==> config.mk <==
export PLATFORM = sky130hd
export DESIGN_NAME = stt_trigger_status
export DESIGN_NICKNAME = d
export VERILOG_FILES = /design/src/include/stt_pkg.sv /design/src/design/stt_status_group.sv /design/src/design/stt_trigger_status.sv
export SDC_FILE = /design/constraint.sdc
export NUM_CORES = 1
export LEC_CHECK = 0
export ABC_AREA = 1
export BUFFER_PORTS_ARGS = -buffer_cell sky130_fd_sc_hd__clkbuf_2
export CORE_MARGIN = 8
export CORE_UTILIZATION = 60
export CTS_BUF_LIST = sky130_fd_sc_hd__clkbuf_8
export CTS_CLUSTER_DIAMETER = 30
export DETAILED_ROUTE_END_ITERATION = 16
export PLACE_DENSITY = 0.82
export SLEW_MARGIN = 20
export SYNTH_ARGS = -nofsm -noshare
export SYNTH_HDL_FRONTEND = slang
export SYNTH_SLANG_ARGS = --single-unit
==> constraint.sdc <==
create_clock -name clock_i -period 12.5 [get_ports clock_i]
set_clock_uncertainty 0.15 [all_clocks]
set_input_delay 1.25 -clock clock_i [delete_from_list [all_inputs] [get_ports clock_i]]
set_output_delay 1.25 -clock clock_i [all_outputs]
set_load 0.02 [all_outputs]
==> src/include/stt_pkg.sv <==
// shared constants and types for the status and transient trigger block
`default_nettype none
package stt_pkg;
    localparam int CLK_MHZ      = 50;
    localparam int ARM_TIME_US  = 2000;
    localparam int ARM_CYCLES   = ARM_TIME_US * CLK_MHZ;
    localparam int ARM_CNT_W    = 20;
    localparam int LVL_W        = 16;
    localparam int OPER_W       = 16;
    // level codes: full rating is this code, levels scale linearly
    localparam int RATED_CODE   = 32'h0000_2710;
    localparam int VOLT_MAX_PCT = 102;
    localparam int CURR_MAX_PCT = 102;
    localparam int OVER_MAX_PCT = 120;

    localparam logic [LVL_W-1:0] VOLT_MAX   = LVL_W'(RATED_CODE * VOLT_MAX_PCT / 100);
    localparam logic [LVL_W-1:0] CURR_MAX   = LVL_W'(RATED_CODE * CURR_MAX_PCT / 100);
    localparam logic [LVL_W-1:0] OVER_MAX   = LVL_W'(RATED_CODE * OVER_MAX_PCT / 100);
    localparam logic [LVL_W-1:0] LEVEL_ZERO = 16'h0000;
    localparam logic [LVL_W-1:0] OVER_LIMIT_RESET = OVER_MAX;
    localparam logic             CONT_RESET   = 1'b1;
    localparam logic             OUT_EN_RESET = 1'b0;
    localparam logic [15:0]      SOURCE_BUS_CODE = 16'h0000;

    localparam int COND_VREG_BIT = 0;
    localparam int COND_CREG_BIT = 1;
    localparam int COND_OFF_BIT  = 2;
    localparam int COND_WAIT_BIT = 4;
    localparam int STB_OPER_BIT  = 7;
    localparam logic [OPER_W-1:0] OPER_USED_MASK = 16'h0017;
    localparam logic [OPER_W-1:0] RISE_RESET     = 16'h0017;
    localparam logic [OPER_W-1:0] FALL_RESET     = 16'h0000;
    localparam logic [OPER_W-1:0] ENABLE_RESET   = 16'h0000;
    localparam logic [OPER_W-1:0] EVENT_RESET    = 16'h0000;

    typedef enum logic [4:0] {
        OP_ARM, OP_ABORT, OP_TRIGGER_IMM, OP_TRIGGER_COMMON,
        OP_SET_SOURCE, OP_GET_SOURCE,
        OP_SET_VOLT_IMM, OP_GET_VOLT_IMM, OP_SET_VOLT_TRG, OP_GET_VOLT_TRG,
        OP_SET_CURR_IMM, OP_GET_CURR_IMM, OP_SET_CURR_TRG, OP_GET_CURR_TRG,
        OP_SET_MODE, OP_GET_MODE, OP_SET_LIMIT, OP_GET_LIMIT, OP_PROT_CLEAR,
        OP_SET_CONT, OP_GET_CONT, OP_SET_OUTPUT, OP_GET_OUTPUT,
        OP_GET_COND, OP_SET_RISE, OP_GET_RISE, OP_SET_FALL, OP_GET_FALL,
        OP_GET_EVENT, OP_SET_ENABLE, OP_GET_ENABLE
    } stt_op_type;

    typedef enum logic {
        VMODE_HOLD_LEVEL,
        VMODE_STEP
    } stt_vmode_type;

    typedef enum logic [1:0] {
        TS_IDLE,
        TS_ARMING,
        TS_WAITING
    } stt_tstate_type;

    typedef struct packed {
        logic        valid;
        stt_op_type  op;
        logic [15:0] data;
    } stt_cmd_type;

    typedef struct packed {
        logic        valid;
        logic        error;
        logic [15:0] data;
    } stt_rsp_type;
endpackage
`default_nettype wire

==> src/design/stt_status_group.sv <==
// operation status group: edge qualifiers, latched events, enable mask
`timescale 1ns/100ps
`default_nettype none
module stt_status_group
    import stt_pkg::*;
(
    input  wire logic              clock_i,     // system clock
    input  wire logic              rst_i,       // async reset, high
    input  wire logic [OPER_W-1:0] cond_i,      // condition bits
    input  wire logic              rise_we_i,   // write rising qualifier
    input  wire logic              fall_we_i,   // write falling qualifier
    input  wire logic              enable_we_i, // write enable mask
    input  wire logic              event_clr_i, // event read, clear
    input  wire logic [OPER_W-1:0] wdata_i,     // write data
    output logic [OPER_W-1:0]      rise_o,      // rising qualifier
    output logic [OPER_W-1:0]      fall_o,      // falling qualifier
    output logic [OPER_W-1:0]      event_o,     // latched events
    output logic [OPER_W-1:0]      enable_o,    // enable mask
    output logic                   summary_o    // enabled event summary
);
    logic [OPER_W-1:0] prev_r;
    logic              primed_r;
    logic [OPER_W-1:0] qual;

    // no edge is qualified until prev_r holds a real sample, so reset makes no event
    assign qual = ((cond_i & ~prev_r & rise_o) | (~cond_i & prev_r & fall_o))
                & {OPER_W{primed_r}};
    assign summary_o = |(event_o & enable_o);

    always_ff @(posedge clock_i or posedge rst_i) begin
        if (rst_i) begin
            prev_r   <= EVENT_RESET;
            primed_r <= 1'b0;
        end else begin
            prev_r   <= cond_i;
            primed_r <= 1'b1;
        end
    end

    always_ff @(posedge clock_i or posedge rst_i) begin
        if (rst_i) begin
            rise_o   <= RISE_RESET;
            fall_o   <= FALL_RESET;
            enable_o <= ENABLE_RESET;
        end else begin
            if (rise_we_i) begin
                rise_o <= wdata_i & OPER_USED_MASK;
            end
            if (fall_we_i) begin
                fall_o <= wdata_i & OPER_USED_MASK;
            end
            if (enable_we_i) begin
                enable_o <= wdata_i & OPER_USED_MASK;
            end
        end
    end

    // a new edge in the clearing cycle survives the clear
    always_ff @(posedge clock_i or posedge rst_i) begin
        if (rst_i) begin
            event_o <= EVENT_RESET;
        end else begin
            event_o <= (event_o & ~{OPER_W{event_clr_i}}) | qual;
        end
    end
endmodule // stt_status_group
`default_nettype wire

==> src/design/stt_trigger_status.sv <==
// transient trigger, levels, over-voltage trip and operation status
//
// What this block does
// - immediate trigger fires regardless of source
// - accepted trigger in step mode applies triggered voltage and current
// - finished trigger clears awaiting-trigger bit
// - only remote-command source accepted and reported
// - common trigger and bus trigger act alike
// - immediate and triggered levels, 0 to 102%
// - hold-level or step mode, reset hold-level
// - overvoltage disables output, sets trip flag
// - trip holds until protection-clear command
// - condition bits follow state, not latched
// - qualifiers pass rising, falling, both or none
// - event latches first edge; read-only register
// - enable mask gates events into summary
// - registers use binary-weighted bit values
// - group summary drives status byte bit 7
// - condition bits: voltage, current regulated, off
// - bit 4 awaiting trigger; others read zero
// - arm moves idle to waiting for trigger
// - abort returns to idle; also at reset
// - continuous arming re-arms after each trigger
// - trigger during arming ignored
`timescale 1ns/100ps
`default_nettype none
module stt_trigger_status
    import stt_pkg::*;
#(
    parameter int ARM_DELAY = ARM_CYCLES  // cycles from arm to ready
) (
    input  wire logic             clock_i,          // system clock
    input  wire logic             rst_i,            // async reset, high
    input  wire stt_cmd_type      cmd_i,            // command from controller
    input  wire logic             bus_trigger_i,    // group execute trigger pulse
    input  wire logic             volt_regulated_i, // regulating on voltage
    input  wire logic             curr_regulated_i, // regulating on current
    input  wire logic [LVL_W-1:0] measured_volt_i,  // measured output voltage
    output stt_rsp_type           rsp_o,            // command answer
    output logic [LVL_W-1:0]      volt_setpoint_o,  // applied voltage level
    output logic [LVL_W-1:0]      curr_setpoint_o,  // applied current level
    output logic                  output_on_o,      // output stage enabled
    output logic                  overvolt_trip_flag_o,  // trip active
    output logic                  awaiting_trigger_flag_o, // ready for trigger
    output logic [7:0]            status_byte_part_o     // status byte share
);
    stt_tstate_type    tstate_r;
    logic [ARM_CNT_W-1:0] arm_cnt_r;
    logic [LVL_W-1:0]  volt_imm_r;
    logic [LVL_W-1:0]  volt_trg_r;
    logic [LVL_W-1:0]  curr_imm_r;
    logic [LVL_W-1:0]  curr_trg_r;
    logic [LVL_W-1:0]  over_limit_r;
    stt_vmode_type     vmode_r;
    logic              cont_r;
    logic              out_en_r;
    logic              trip_r;
    logic              trip_nxt;
    logic [OPER_W-1:0] cond_r;
    stt_rsp_type       rsp_nxt;

    logic [OPER_W-1:0] rise_q;
    logic [OPER_W-1:0] fall_q;
    logic [OPER_W-1:0] event_q;
    logic [OPER_W-1:0] enable_q;
    logic              summary;

    logic is_op;
    logic trig_req;
    logic trig_take;
    logic wr_ok;
    logic set_volt_imm;
    logic set_volt_trg;
    logic set_curr_imm;
    logic set_curr_trg;
    logic set_mode;
    logic set_limit;
    logic set_cont;
    logic set_output;

    assign is_op = cmd_i.valid;

    // source is fixed to remote command, so common and bus triggers always qualify
    assign trig_req = (is_op && cmd_i.op == OP_TRIGGER_IMM)
                    || (is_op && cmd_i.op == OP_TRIGGER_COMMON)
                    || bus_trigger_i;
    assign trig_take = trig_req && (tstate_r == TS_WAITING);

    // command decode and answer
    always_comb begin
        rsp_nxt       = '0;
        rsp_nxt.valid = is_op;
        wr_ok         = 1'b0;
        case (cmd_i.op)
            OP_ARM, OP_ABORT, OP_PROT_CLEAR: begin
                rsp_nxt.data = '0;
            end
            OP_TRIGGER_IMM, OP_TRIGGER_COMMON: begin
                rsp_nxt.error = ~trig_take;
            end
            OP_SET_SOURCE: begin
                rsp_nxt.error = (cmd_i.data != SOURCE_BUS_CODE);
            end
            OP_GET_SOURCE: begin
                rsp_nxt.data = SOURCE_BUS_CODE;
            end
            OP_SET_VOLT_IMM, OP_SET_VOLT_TRG: begin
                wr_ok = (cmd_i.data <= VOLT_MAX);
                rsp_nxt.error = ~wr_ok;
            end
            OP_SET_CURR_IMM, OP_SET_CURR_TRG: begin
                wr_ok = (cmd_i.data <= CURR_MAX);
                rsp_nxt.error = ~wr_ok;
            end
            OP_SET_LIMIT: begin
                wr_ok = (cmd_i.data <= OVER_MAX);
                rsp_nxt.error = ~wr_ok;
            end
            OP_SET_MODE, OP_SET_CONT, OP_SET_OUTPUT: begin
                wr_ok = (cmd_i.data <= 16'h0001);
                rsp_nxt.error = ~wr_ok;
            end
            OP_GET_VOLT_IMM: begin
                rsp_nxt.data = volt_imm_r;
            end
            OP_GET_VOLT_TRG: begin
                rsp_nxt.data = volt_trg_r;
            end
            OP_GET_CURR_IMM: begin
                rsp_nxt.data = curr_imm_r;
            end
            OP_GET_CURR_TRG: begin
                rsp_nxt.data = curr_trg_r;
            end
            OP_GET_MODE: begin
                rsp_nxt.data = {15'h0000, vmode_r};
            end
            OP_GET_LIMIT: begin
                rsp_nxt.data = over_limit_r;
            end
            OP_GET_CONT: begin
                rsp_nxt.data = {15'h0000, cont_r};
            end
            OP_GET_OUTPUT: begin
                rsp_nxt.data = {15'h0000, out_en_r};
            end
            OP_GET_COND: begin
                rsp_nxt.data = cond_r;
            end
            OP_GET_RISE: begin
                rsp_nxt.data = rise_q;
            end
            OP_GET_FALL: begin
                rsp_nxt.data = fall_q;
            end
            OP_GET_EVENT: begin
                rsp_nxt.data = event_q;
            end
            OP_GET_ENABLE: begin
                rsp_nxt.data = enable_q;
            end
            OP_SET_RISE, OP_SET_FALL, OP_SET_ENABLE: begin
                rsp_nxt.data = '0;
            end
            default: begin
                rsp_nxt.error = 1'b1;
            end
        endcase
        if (!is_op) begin
            rsp_nxt = '0;
        end
    end

    assign set_volt_imm = is_op && wr_ok && cmd_i.op == OP_SET_VOLT_IMM;
    assign set_volt_trg = is_op && wr_ok && cmd_i.op == OP_SET_VOLT_TRG;
    assign set_curr_imm = is_op && wr_ok && cmd_i.op == OP_SET_CURR_IMM;
    assign set_curr_trg = is_op && wr_ok && cmd_i.op == OP_SET_CURR_TRG;
    assign set_mode     = is_op && wr_ok && cmd_i.op == OP_SET_MODE;
    assign set_limit    = is_op && wr_ok && cmd_i.op == OP_SET_LIMIT;
    assign set_cont     = is_op && wr_ok && cmd_i.op == OP_SET_CONT;
    assign set_output   = is_op && wr_ok && cmd_i.op == OP_SET_OUTPUT;

    always_ff @(posedge clock_i or posedge rst_i) begin
        if (rst_i) begin
            rsp_o <= '0;
        end else begin
            rsp_o <= rsp_nxt;
        end
    end

    // trigger sequencer; reset lands in idle, as an abort would
    always_ff @(posedge clock_i or posedge rst_i) begin
        if (rst_i) begin
            tstate_r  <= TS_IDLE;
            arm_cnt_r <= '0;
        end else if (is_op && cmd_i.op == OP_ABORT) begin
            tstate_r  <= TS_IDLE;
            arm_cnt_r <= '0;
        end else begin
            case (tstate_r)
                TS_IDLE: begin
                    // continuous arming restarts even after an abort
                    if ((is_op && cmd_i.op == OP_ARM) || cont_r) begin
                        tstate_r  <= TS_ARMING;
                        arm_cnt_r <= ARM_CNT_W'(ARM_DELAY - 1);
                    end
                end
                TS_ARMING: begin
                    if (arm_cnt_r == '0) begin
                        tstate_r <= TS_WAITING;
                    end else begin
                        arm_cnt_r <= arm_cnt_r - 1'b1;
                    end
                end
                TS_WAITING: begin
                    if (trig_take) begin
                        tstate_r <= TS_IDLE;
                    end
                end
                default: begin
                    tstate_r <= TS_IDLE;
                end
            endcase
        end
    end

    // levels; the triggered level reaches the output only on a step trigger
    always_ff @(posedge clock_i or posedge rst_i) begin
        if (rst_i) begin
            volt_imm_r <= LEVEL_ZERO;
            volt_trg_r <= LEVEL_ZERO;
            curr_imm_r <= LEVEL_ZERO;
            curr_trg_r <= LEVEL_ZERO;
        end else begin
            if (trig_take && vmode_r == VMODE_STEP) begin
                volt_imm_r <= volt_trg_r;
                curr_imm_r <= curr_trg_r;
            end else begin
                if (set_volt_imm) begin
                    volt_imm_r <= cmd_i.data;
                end
                if (set_curr_imm) begin
                    curr_imm_r <= cmd_i.data;
                end
            end
            if (set_volt_trg) begin
                volt_trg_r <= cmd_i.data;
            end
            if (set_curr_trg) begin
                curr_trg_r <= cmd_i.data;
            end
        end
    end

    always_ff @(posedge clock_i or posedge rst_i) begin
        if (rst_i) begin
            volt_setpoint_o <= LEVEL_ZERO;
            curr_setpoint_o <= LEVEL_ZERO;
        end else begin
            volt_setpoint_o <= volt_imm_r;
            curr_setpoint_o <= curr_imm_r;
        end
    end

    // settings
    always_ff @(posedge clock_i or posedge rst_i) begin
        if (rst_i) begin
            vmode_r      <= VMODE_HOLD_LEVEL;
            cont_r       <= CONT_RESET;
            out_en_r     <= OUT_EN_RESET;
            over_limit_r <= OVER_LIMIT_RESET;
        end else begin
            if (set_mode) begin
                vmode_r <= stt_vmode_type'(cmd_i.data[0]);
            end
            if (set_cont) begin
                cont_r <= cmd_i.data[0];
            end
            if (set_output) begin
                out_en_r <= cmd_i.data[0];
            end
            if (set_limit) begin
                over_limit_r <= cmd_i.data;
            end
        end
    end

    // a clear while the voltage is still high does not release the trip
    always_comb begin
        trip_nxt = trip_r;
        if (is_op && cmd_i.op == OP_PROT_CLEAR) begin
            trip_nxt = 1'b0;
        end
        if (out_en_r && measured_volt_i > over_limit_r) begin
            trip_nxt = 1'b1;
        end
    end

    always_ff @(posedge clock_i or posedge rst_i) begin
        if (rst_i) begin
            trip_r      <= 1'b0;
            output_on_o <= 1'b0;
        end else begin
            trip_r      <= trip_nxt;
            output_on_o <= out_en_r && !trip_nxt;
        end
    end

    always_ff @(posedge clock_i or posedge rst_i) begin
        if (rst_i) begin
            overvolt_trip_flag_o    <= 1'b0;
            awaiting_trigger_flag_o <= 1'b0;
        end else begin
            overvolt_trip_flag_o    <= trip_nxt;
            awaiting_trigger_flag_o <= (tstate_r == TS_WAITING) && !trig_take;
        end
    end

    // condition follows state every cycle; unused bits stay zero
    always_ff @(posedge clock_i or posedge rst_i) begin
        if (rst_i) begin
            // off bit resets to its idle level: no false edge after reset
            cond_r               <= '0;
            cond_r[COND_OFF_BIT] <= !OUT_EN_RESET;
        end else begin
            cond_r                <= '0;
            cond_r[COND_VREG_BIT] <= volt_regulated_i;
            cond_r[COND_CREG_BIT] <= curr_regulated_i;
            cond_r[COND_OFF_BIT]  <= !out_en_r;
            cond_r[COND_WAIT_BIT] <= (tstate_r == TS_WAITING) && !trig_take;
        end
    end

    stt_status_group u_group (
        .clock_i     (clock_i),
        .rst_i       (rst_i),
        .cond_i      (cond_r),
        .rise_we_i   (is_op && cmd_i.op == OP_SET_RISE),
        .fall_we_i   (is_op && cmd_i.op == OP_SET_FALL),
        .enable_we_i (is_op && cmd_i.op == OP_SET_ENABLE),
        .event_clr_i (is_op && cmd_i.op == OP_GET_EVENT),
        .wdata_i     (cmd_i.data),
        .rise_o      (rise_q),
        .fall_o      (fall_q),
        .event_o     (event_q),
        .enable_o    (enable_q),
        .summary_o   (summary)
    );

    always_ff @(posedge clock_i or posedge rst_i) begin
        if (rst_i) begin
            status_byte_part_o <= 8'h00;
        end else begin
            status_byte_part_o               <= 8'h00;
            status_byte_part_o[STB_OPER_BIT] <= summary;
        end
    end
endmodule // stt_trigger_status
`default_nettype wire

Word level (Yosys, flattened, before mapping)
Cells that the tools add are included.
- output and inout bits: 61
- word-level logic and storage cells: 145
- input port bits: 43
- flip-flop bits (word level): 196
- bitwise operators: 16
- add/subtract/negate cells: 1
- reduce and logical (&&, ||, !) cells: 43
- $lt $le $gt $ge: 4
- multiplexer cells: 19
- eq/ne operators: 36
- operators with widths (cell ; number):
    one-hot mux 16 bit (13 select lines) ; 1
    == test 5 bit, second input constant ; 15
    bitwise AND 16 x 5 -> 16 bit ; 4
    2-to-1 mux 16 bit ; 4
    2-to-1 mux 20 bit ; 3
    == test 5 x 4 -> 1 bit, second input constant ; 8
    one-hot mux 20 bit (2 select lines) ; 1
    bitwise AND 16 bit ; 2
    less-or-equal comparator 16 x 14 -> 1 bit, second input constant ; 2
    NOT 5 -> 16 bit ; 2
    bitwise OR 16 bit ; 2
    logical AND 1 bit ; 23
    == test 5 x 3 -> 1 bit, second input constant ; 4
    logical NOT 20 bit ; 1
    OR reduction 20 bit ; 1
    subtractor 20 x 1 -> 20 bit, second input constant ; 1
    2-to-1 mux 18 bit ; 1
    bitwise AND 5 x 16 -> 16 bit ; 1
    greater-than comparator 16 bit ; 1
    less-or-equal comparator 16 x 1 -> 1 bit, second input constant ; 1
    NOT 16 bit ; 1
    nonzero test 16 bit ; 1
    OR reduction 16 bit ; 1
    != test 3 bit, second input constant ; 4
    20 further kinds ; 34

Depth between registers and ports, before layout
- word-level depth: 8
- depth in mapped cells: 15
- gate-level depth less buffers: 13

Cells and area by module
Synthesis repeated with hierarchy kept, for this count alone.
- cells, all modules: 1318
- area, all modules: 10254.8 µm²
- by module, submodules not included (module ; area each (µm²) ; sequential area each (µm²) ; cells each ; times used):
    stt_trigger_status ; 8725.9 ; 4065.1 ; 1143 ; 1
    stt_status_group ; 1529.0 ; 830.8 ; 175 ; 1

Least setup slack after synthesis
Ideal clock, no wire load.
- path kind: input port to flip-flop
- start: input port cmd_i[10] (netlist bit)
- end: register curr_imm_r[3]
- arrival: 2.585 ns
- path slack: 9.648 ns
- path buffers: 2
- cell stages on the path: 13
- required time: 12.233 ns
- setup time: 0.117 ns
- cells stage by stage: clkbuf_1 nand2_1 nor2_1 nand3_1 nand2_1 nand2_1 nand2_1 nand3_4 nand3_4 nand2_2 buf_4 nand2_1 nand2_1
- word-level cells in the longest chain between the ends: 5
- elaborated cells on any way between the ends: 7
- those cells by class: 3 x order compare; 1 x mux; 3 x reduce/logical
- RTL lines (element ; RTL line ; text):
    from (decl) ; stt_trigger_status.sv:34 ; input wire stt_cmd_type cmd_i,
    less-or-equal comparator 16 x 1 -> 1 bit (tied with other cells) ; stt_trigger_status.sv:120 ; wr_ok = (cmd_i.data <= 16'h0001);
    one-hot mux 1 bit (3 select lines) (*) ; stt_trigger_status.sv:94 ; case (cmd_i.op)
    logical AND 1 bit (*) (2 in a row) ; stt_trigger_status.sv:176 ; assign set_curr_imm = is_op && wr_ok && cmd_i.op == OP_SET_CURR_IMM;
    nonzero test 2 bit (no line) (*) ; -- ;
    to (signal assigned) ; stt_trigger_status.sv:237 ; curr_imm_r <= curr_trg_r;
    to (signal assigned) ; stt_trigger_status.sv:243 ; curr_imm_r <= cmd_i.data;
    to (decl) ; stt_trigger_status.sv:51 ; logic [LVL_W-1:0] curr_imm_r;
Mark *: on every way between the ends. The rest lies on a longest branch, timed or not.
A chain may end at the register's enable or synchronous reset.

Worst setup path after layout
- start: input port cmd_i[20] (netlist bit)
- end: register arm_cnt_r[4]
- word-level cells in the longest chain between the ends: 5
- elaborated cells on any way between the ends: 10
- those cells by class: 3 x eq/ne; 1 x mux; 6 x reduce/logical
- RTL lines (element ; RTL line ; text):
    logical NOT 5 bit ; stt_trigger_status.sv:203 ; if ((is_op && cmd_i.op == OP_ARM) || cont_r) begin
    logical AND 1 bit ; stt_trigger_status.sv:203 ;
    logical OR 1 bit ; stt_trigger_status.sv:203 ;
    != test 3 bit (no line) ; -- ;
    AND reduction 3 bit (no line) ; -- ;
    to (signal assigned) ; stt_trigger_status.sv:205 ; arm_cnt_r <= ARM_CNT_W'(ARM_DELAY - 1);
    to (signal assigned) ; stt_trigger_status.sv:212 ; arm_cnt_r <= arm_cnt_r - 1'b1;
    to (decl) ; stt_trigger_status.sv:48 ; logic [ARM_CNT_W-1:0] arm_cnt_r;
Parallel ways exist; a longest one is shown, timed or not.

==> summary.txt <==
Hold Path End: volt_setpoint_o[10]
Buffers on Ports: 96
latest clock arrival within the worst-skew pair: 0.49 ns
diodes inserted: 0
r2r startpoint: arm_cnt_r[0]
Worst path max stage delay: 0.61 ns
post-cts hold buffer count: 0
CTS Buffer Depth: 2
post-layout util: 66.8%
Synth Instances: 1184
sequential fraction of the synthesis area: 51.7%
Slew HR: 40.6%
Netlist cell types: 40
post-CTS setup buffer count: 0
row count: 46
CP max stage cell: nand4_1
clk slew on worst S/H paths: 0.10 ns
r2r endpoint: arm_cnt_r[4]
fin. max-slew vios: 0
die footprint: 20100 um2
CTS H-tree depth: 4
DR pass1 iterations: 5
global-route wire length before repair: 40900 um
CP required: 12.71 ns
CTS Sinks: 195
Top-Level Pins: 104
critical-path maximum fanout: 25
Crit path max-delay family: simple AND/OR/NAND/NOR gates
Placeable Area: 15700 um2
Iter 0 DRT Violations: 811
die width: 142 um
worst path bufs/invs: 4
# setup viols final: 0
Num CTS Buffers: 17
number of vias per cell: 5.58
Setup CP Type: in -> reg
post-cts sizing count: 0
hold path startpoint: volt_imm_r[10]
antenna violations before repair: 0
Comb pwr share: 17.1%
number of synthesized flops with an enable pin: 0
Fmax achieved: 262 MHz
hold depth: 0
cell chain of the critical path: clkbuf_2 > inv_1 > nand4_1 > nand2_1 > inv_2 > nand4_2 > nand2_1 > inv_2 > o21ai_0
status: completed
clock network fraction of total power: 29.8%
worst-margin pin slew: 0.892 ns
WL per Instance: 16.8 um
vias in the first global route: 7942
Crit path arrival time: 4.03 ns
Final ANT Viol Nets: 0
static leakage: 0.00550 uW
Final GP Congestion: 0.958
Synth Flop Type: dfrtp_1
Setup TNS: 0 ns
share of post-route cells with drive strength above 1: 13.8%
FFs w/ async S/R, synth: 100%
Reg power frac: 53.1%
Sw Pwr: 450 uW
Worst Reg2Reg Path Length in Cells: 10
post-route cell area: 10500 um2
VDD IR max: 0.0947 mV
CTS tree: done
PwrDens: 129 nW/um2
max cap viols: 0
Area after DPL: 10100 um2
Hold Vio Cnt, Final: 0
fin nets: 1326
via count: 8343
min cycle time layout: 3.81 ns
WL final: 25100 um
crit end category: flop
Chip Height: 142 um
CTS root buf: clkbuf_8
mapped cell area: 9470 um2
Period Utilization, post-route: 30.5%
grt total ovfl: 0
Syn Area/Cell: 8.00 um2
DRC Markers: 0
RSZ-0062 raised after global routing: false
Area Growth Syn to Fin: 10.5%
starting density of the core: 60.5%
Internal: 901 uW
Hold WC Path Type: reg -> reg
startpoint types: input pin
sw frac: 33.3%
pin count of the biggest net entering global routing: 131
synthesized flop and latch total: 195
synth warn: 0
Post-DP HPWL: 18200 um
GRT Total Usage: 26.1%
R2R setup slack: 9.39 ns
worst register-to-register path: cells and delay by family (launching register included):
| kind | cells | cell delay, ns |
|---|---|---|
| AOI/OAI and AO/OA | 1 | 0.22 |
| DFF | 1 | 0.48 |
| and+or+nand+nor | 6 | 1.56 |
| adders and majority gates | 1 | 0.25 |
| buffers and inverters | 2 | 0.36 |
cells in the mapped netlist (10+ instances only):
master / count / area (um2)
o22ai_1: 21 / 131
o21ai_0: 67 / 335
buf_4: 11 / 82.6
a211oi_1: 10 / 75.1
dfstp_2: 13 / 342
inv_2: 10 / 37.5
a21oi_1: 26 / 130
clkbuf_1: 19 / 71.3
inv_1: 133 / 499
buf_2: 11 / 55.1
nor2_1: 96 / 360
nand3_1: 83 / 415
nor3_1: 15 / 75.1
nand4_1: 16 / 100
dfrtp_1: 182 / 4550
o21ai_1: 27 / 135
ha_1: 17 / 213
nand2_1: 372 / 1400
layout make-up:
cell class,instances,area [um2]
multi-input cells,807,3840
fillers,1367,5190
flip-flops and latches,195,4900
clock buffers,17,234
well taps,216,270
inverters,146,556
clock inverters,15,161
repair buffers,99,503
worst max path at each step:
stage	slack [ns]	depth (start not counted)	startpoint	end
2_1_floorplan	5.81	1	rst_i	arm_cnt_r[0]
4_1_cts	8.72	9	cmd_i[20]	arm_cnt_r[4]
6_report	8.69	9	cmd_i[20]	arm_cnt_r[4]
3_5_place_dp	8.19	9	cmd_i[20]	arm_cnt_r[4]
5_1_grt	8.34	9	cmd_i[20]	arm_cnt_r[2]
3_3_place_gp	8.40	9	cmd_i[20]	arm_cnt_r[4]
state kept, by name (all words and copies together), names as in the netlist, 2 cells and up:
| signal | flops |
|---|---|
| arm_cnt_r | 20 |
| cond_r | 4 |
| curr_imm_r | 16 |
| curr_setpoint_o | 16 |
| curr_trg_r | 16 |
| over_limit_r | 16 |
| rsp_o | 18 |
| tstate_r | 2 |
| u_group.enable_o | 4 |
| u_group.event_o | 16 |
| u_group.fall_o | 4 |
| u_group.prev_r | 4 |
| u_group.rise_o | 4 |
| volt_imm_r | 16 |
| volt_setpoint_o | 16 |
| volt_trg_r | 16 |
power groups by stage:
stage	clock [uW]	combinational [uW]	sequential, uW
after global routing	429	264	723
after floorplan	0	164	723
after CTS	409	229	717
final	403	230	718
after global placement	0	224	727
after detailed placement	0	228	729
metal layers:
layer	vias to the layer above	share of wire, %	track usage [%]
met3	75	9.9	6.45
met1	3887	42	34.6
met2	424	45	40.1
li1	3957	-	-
met4	0	3.3	11.4
met5	-	0	0
per-stage QoR:
step | hold WS, ns | setup WS, ns | total power (uW) | cells
after floorplan | 0.224 | 5.81 | 887 | 1190
after global placement | 0.232 | 8.40 | 951 | 1463
after detailed placement | 0.241 | 8.19 | 956 | 1463
after CTS | 0.264 | 8.72 | 1350 | 1495
after global routing | 0.273 | 8.34 | 1420 | 1495
final | 0.261 | 8.69 | 1350 | 1495
placed cells by master (no fill, tap or decap), types with 4 or more instances in the layout:
cell,count
nand4_1,16
inv_2,10
nor2_4,4
clkbuf_8,17
conb_1,8
clkbuf_2,96
o221ai_1,5
nand3_1,82
inv_1,132
inv_8,6
xor2_1,7
o211ai_1,4
a211oi_1,10
o21ai_1,27
nand2_1,372
dfstp_2,13
dfrtp_1,182
o21ai_0,67
o22ai_1,21
nor2_1,96
nor3_1,15
a21oi_1,26
ha_1,17
kinds of logic after synthesis:
logic type | after synthesis | synth area share, %
AOI/OAI and AO/OA | 169 | 10.1
xor gates and xnor gates | 8 | 0.740
adders and majority gates | 17 | 2.25
buffers and inverters | 188 | 8.03
DFF | 195 | 51.7
other | 2 | 0.0793
and+or+nand+nor | 605 | 27.2
No activity file was read; power rests on OpenSTA's default activity.
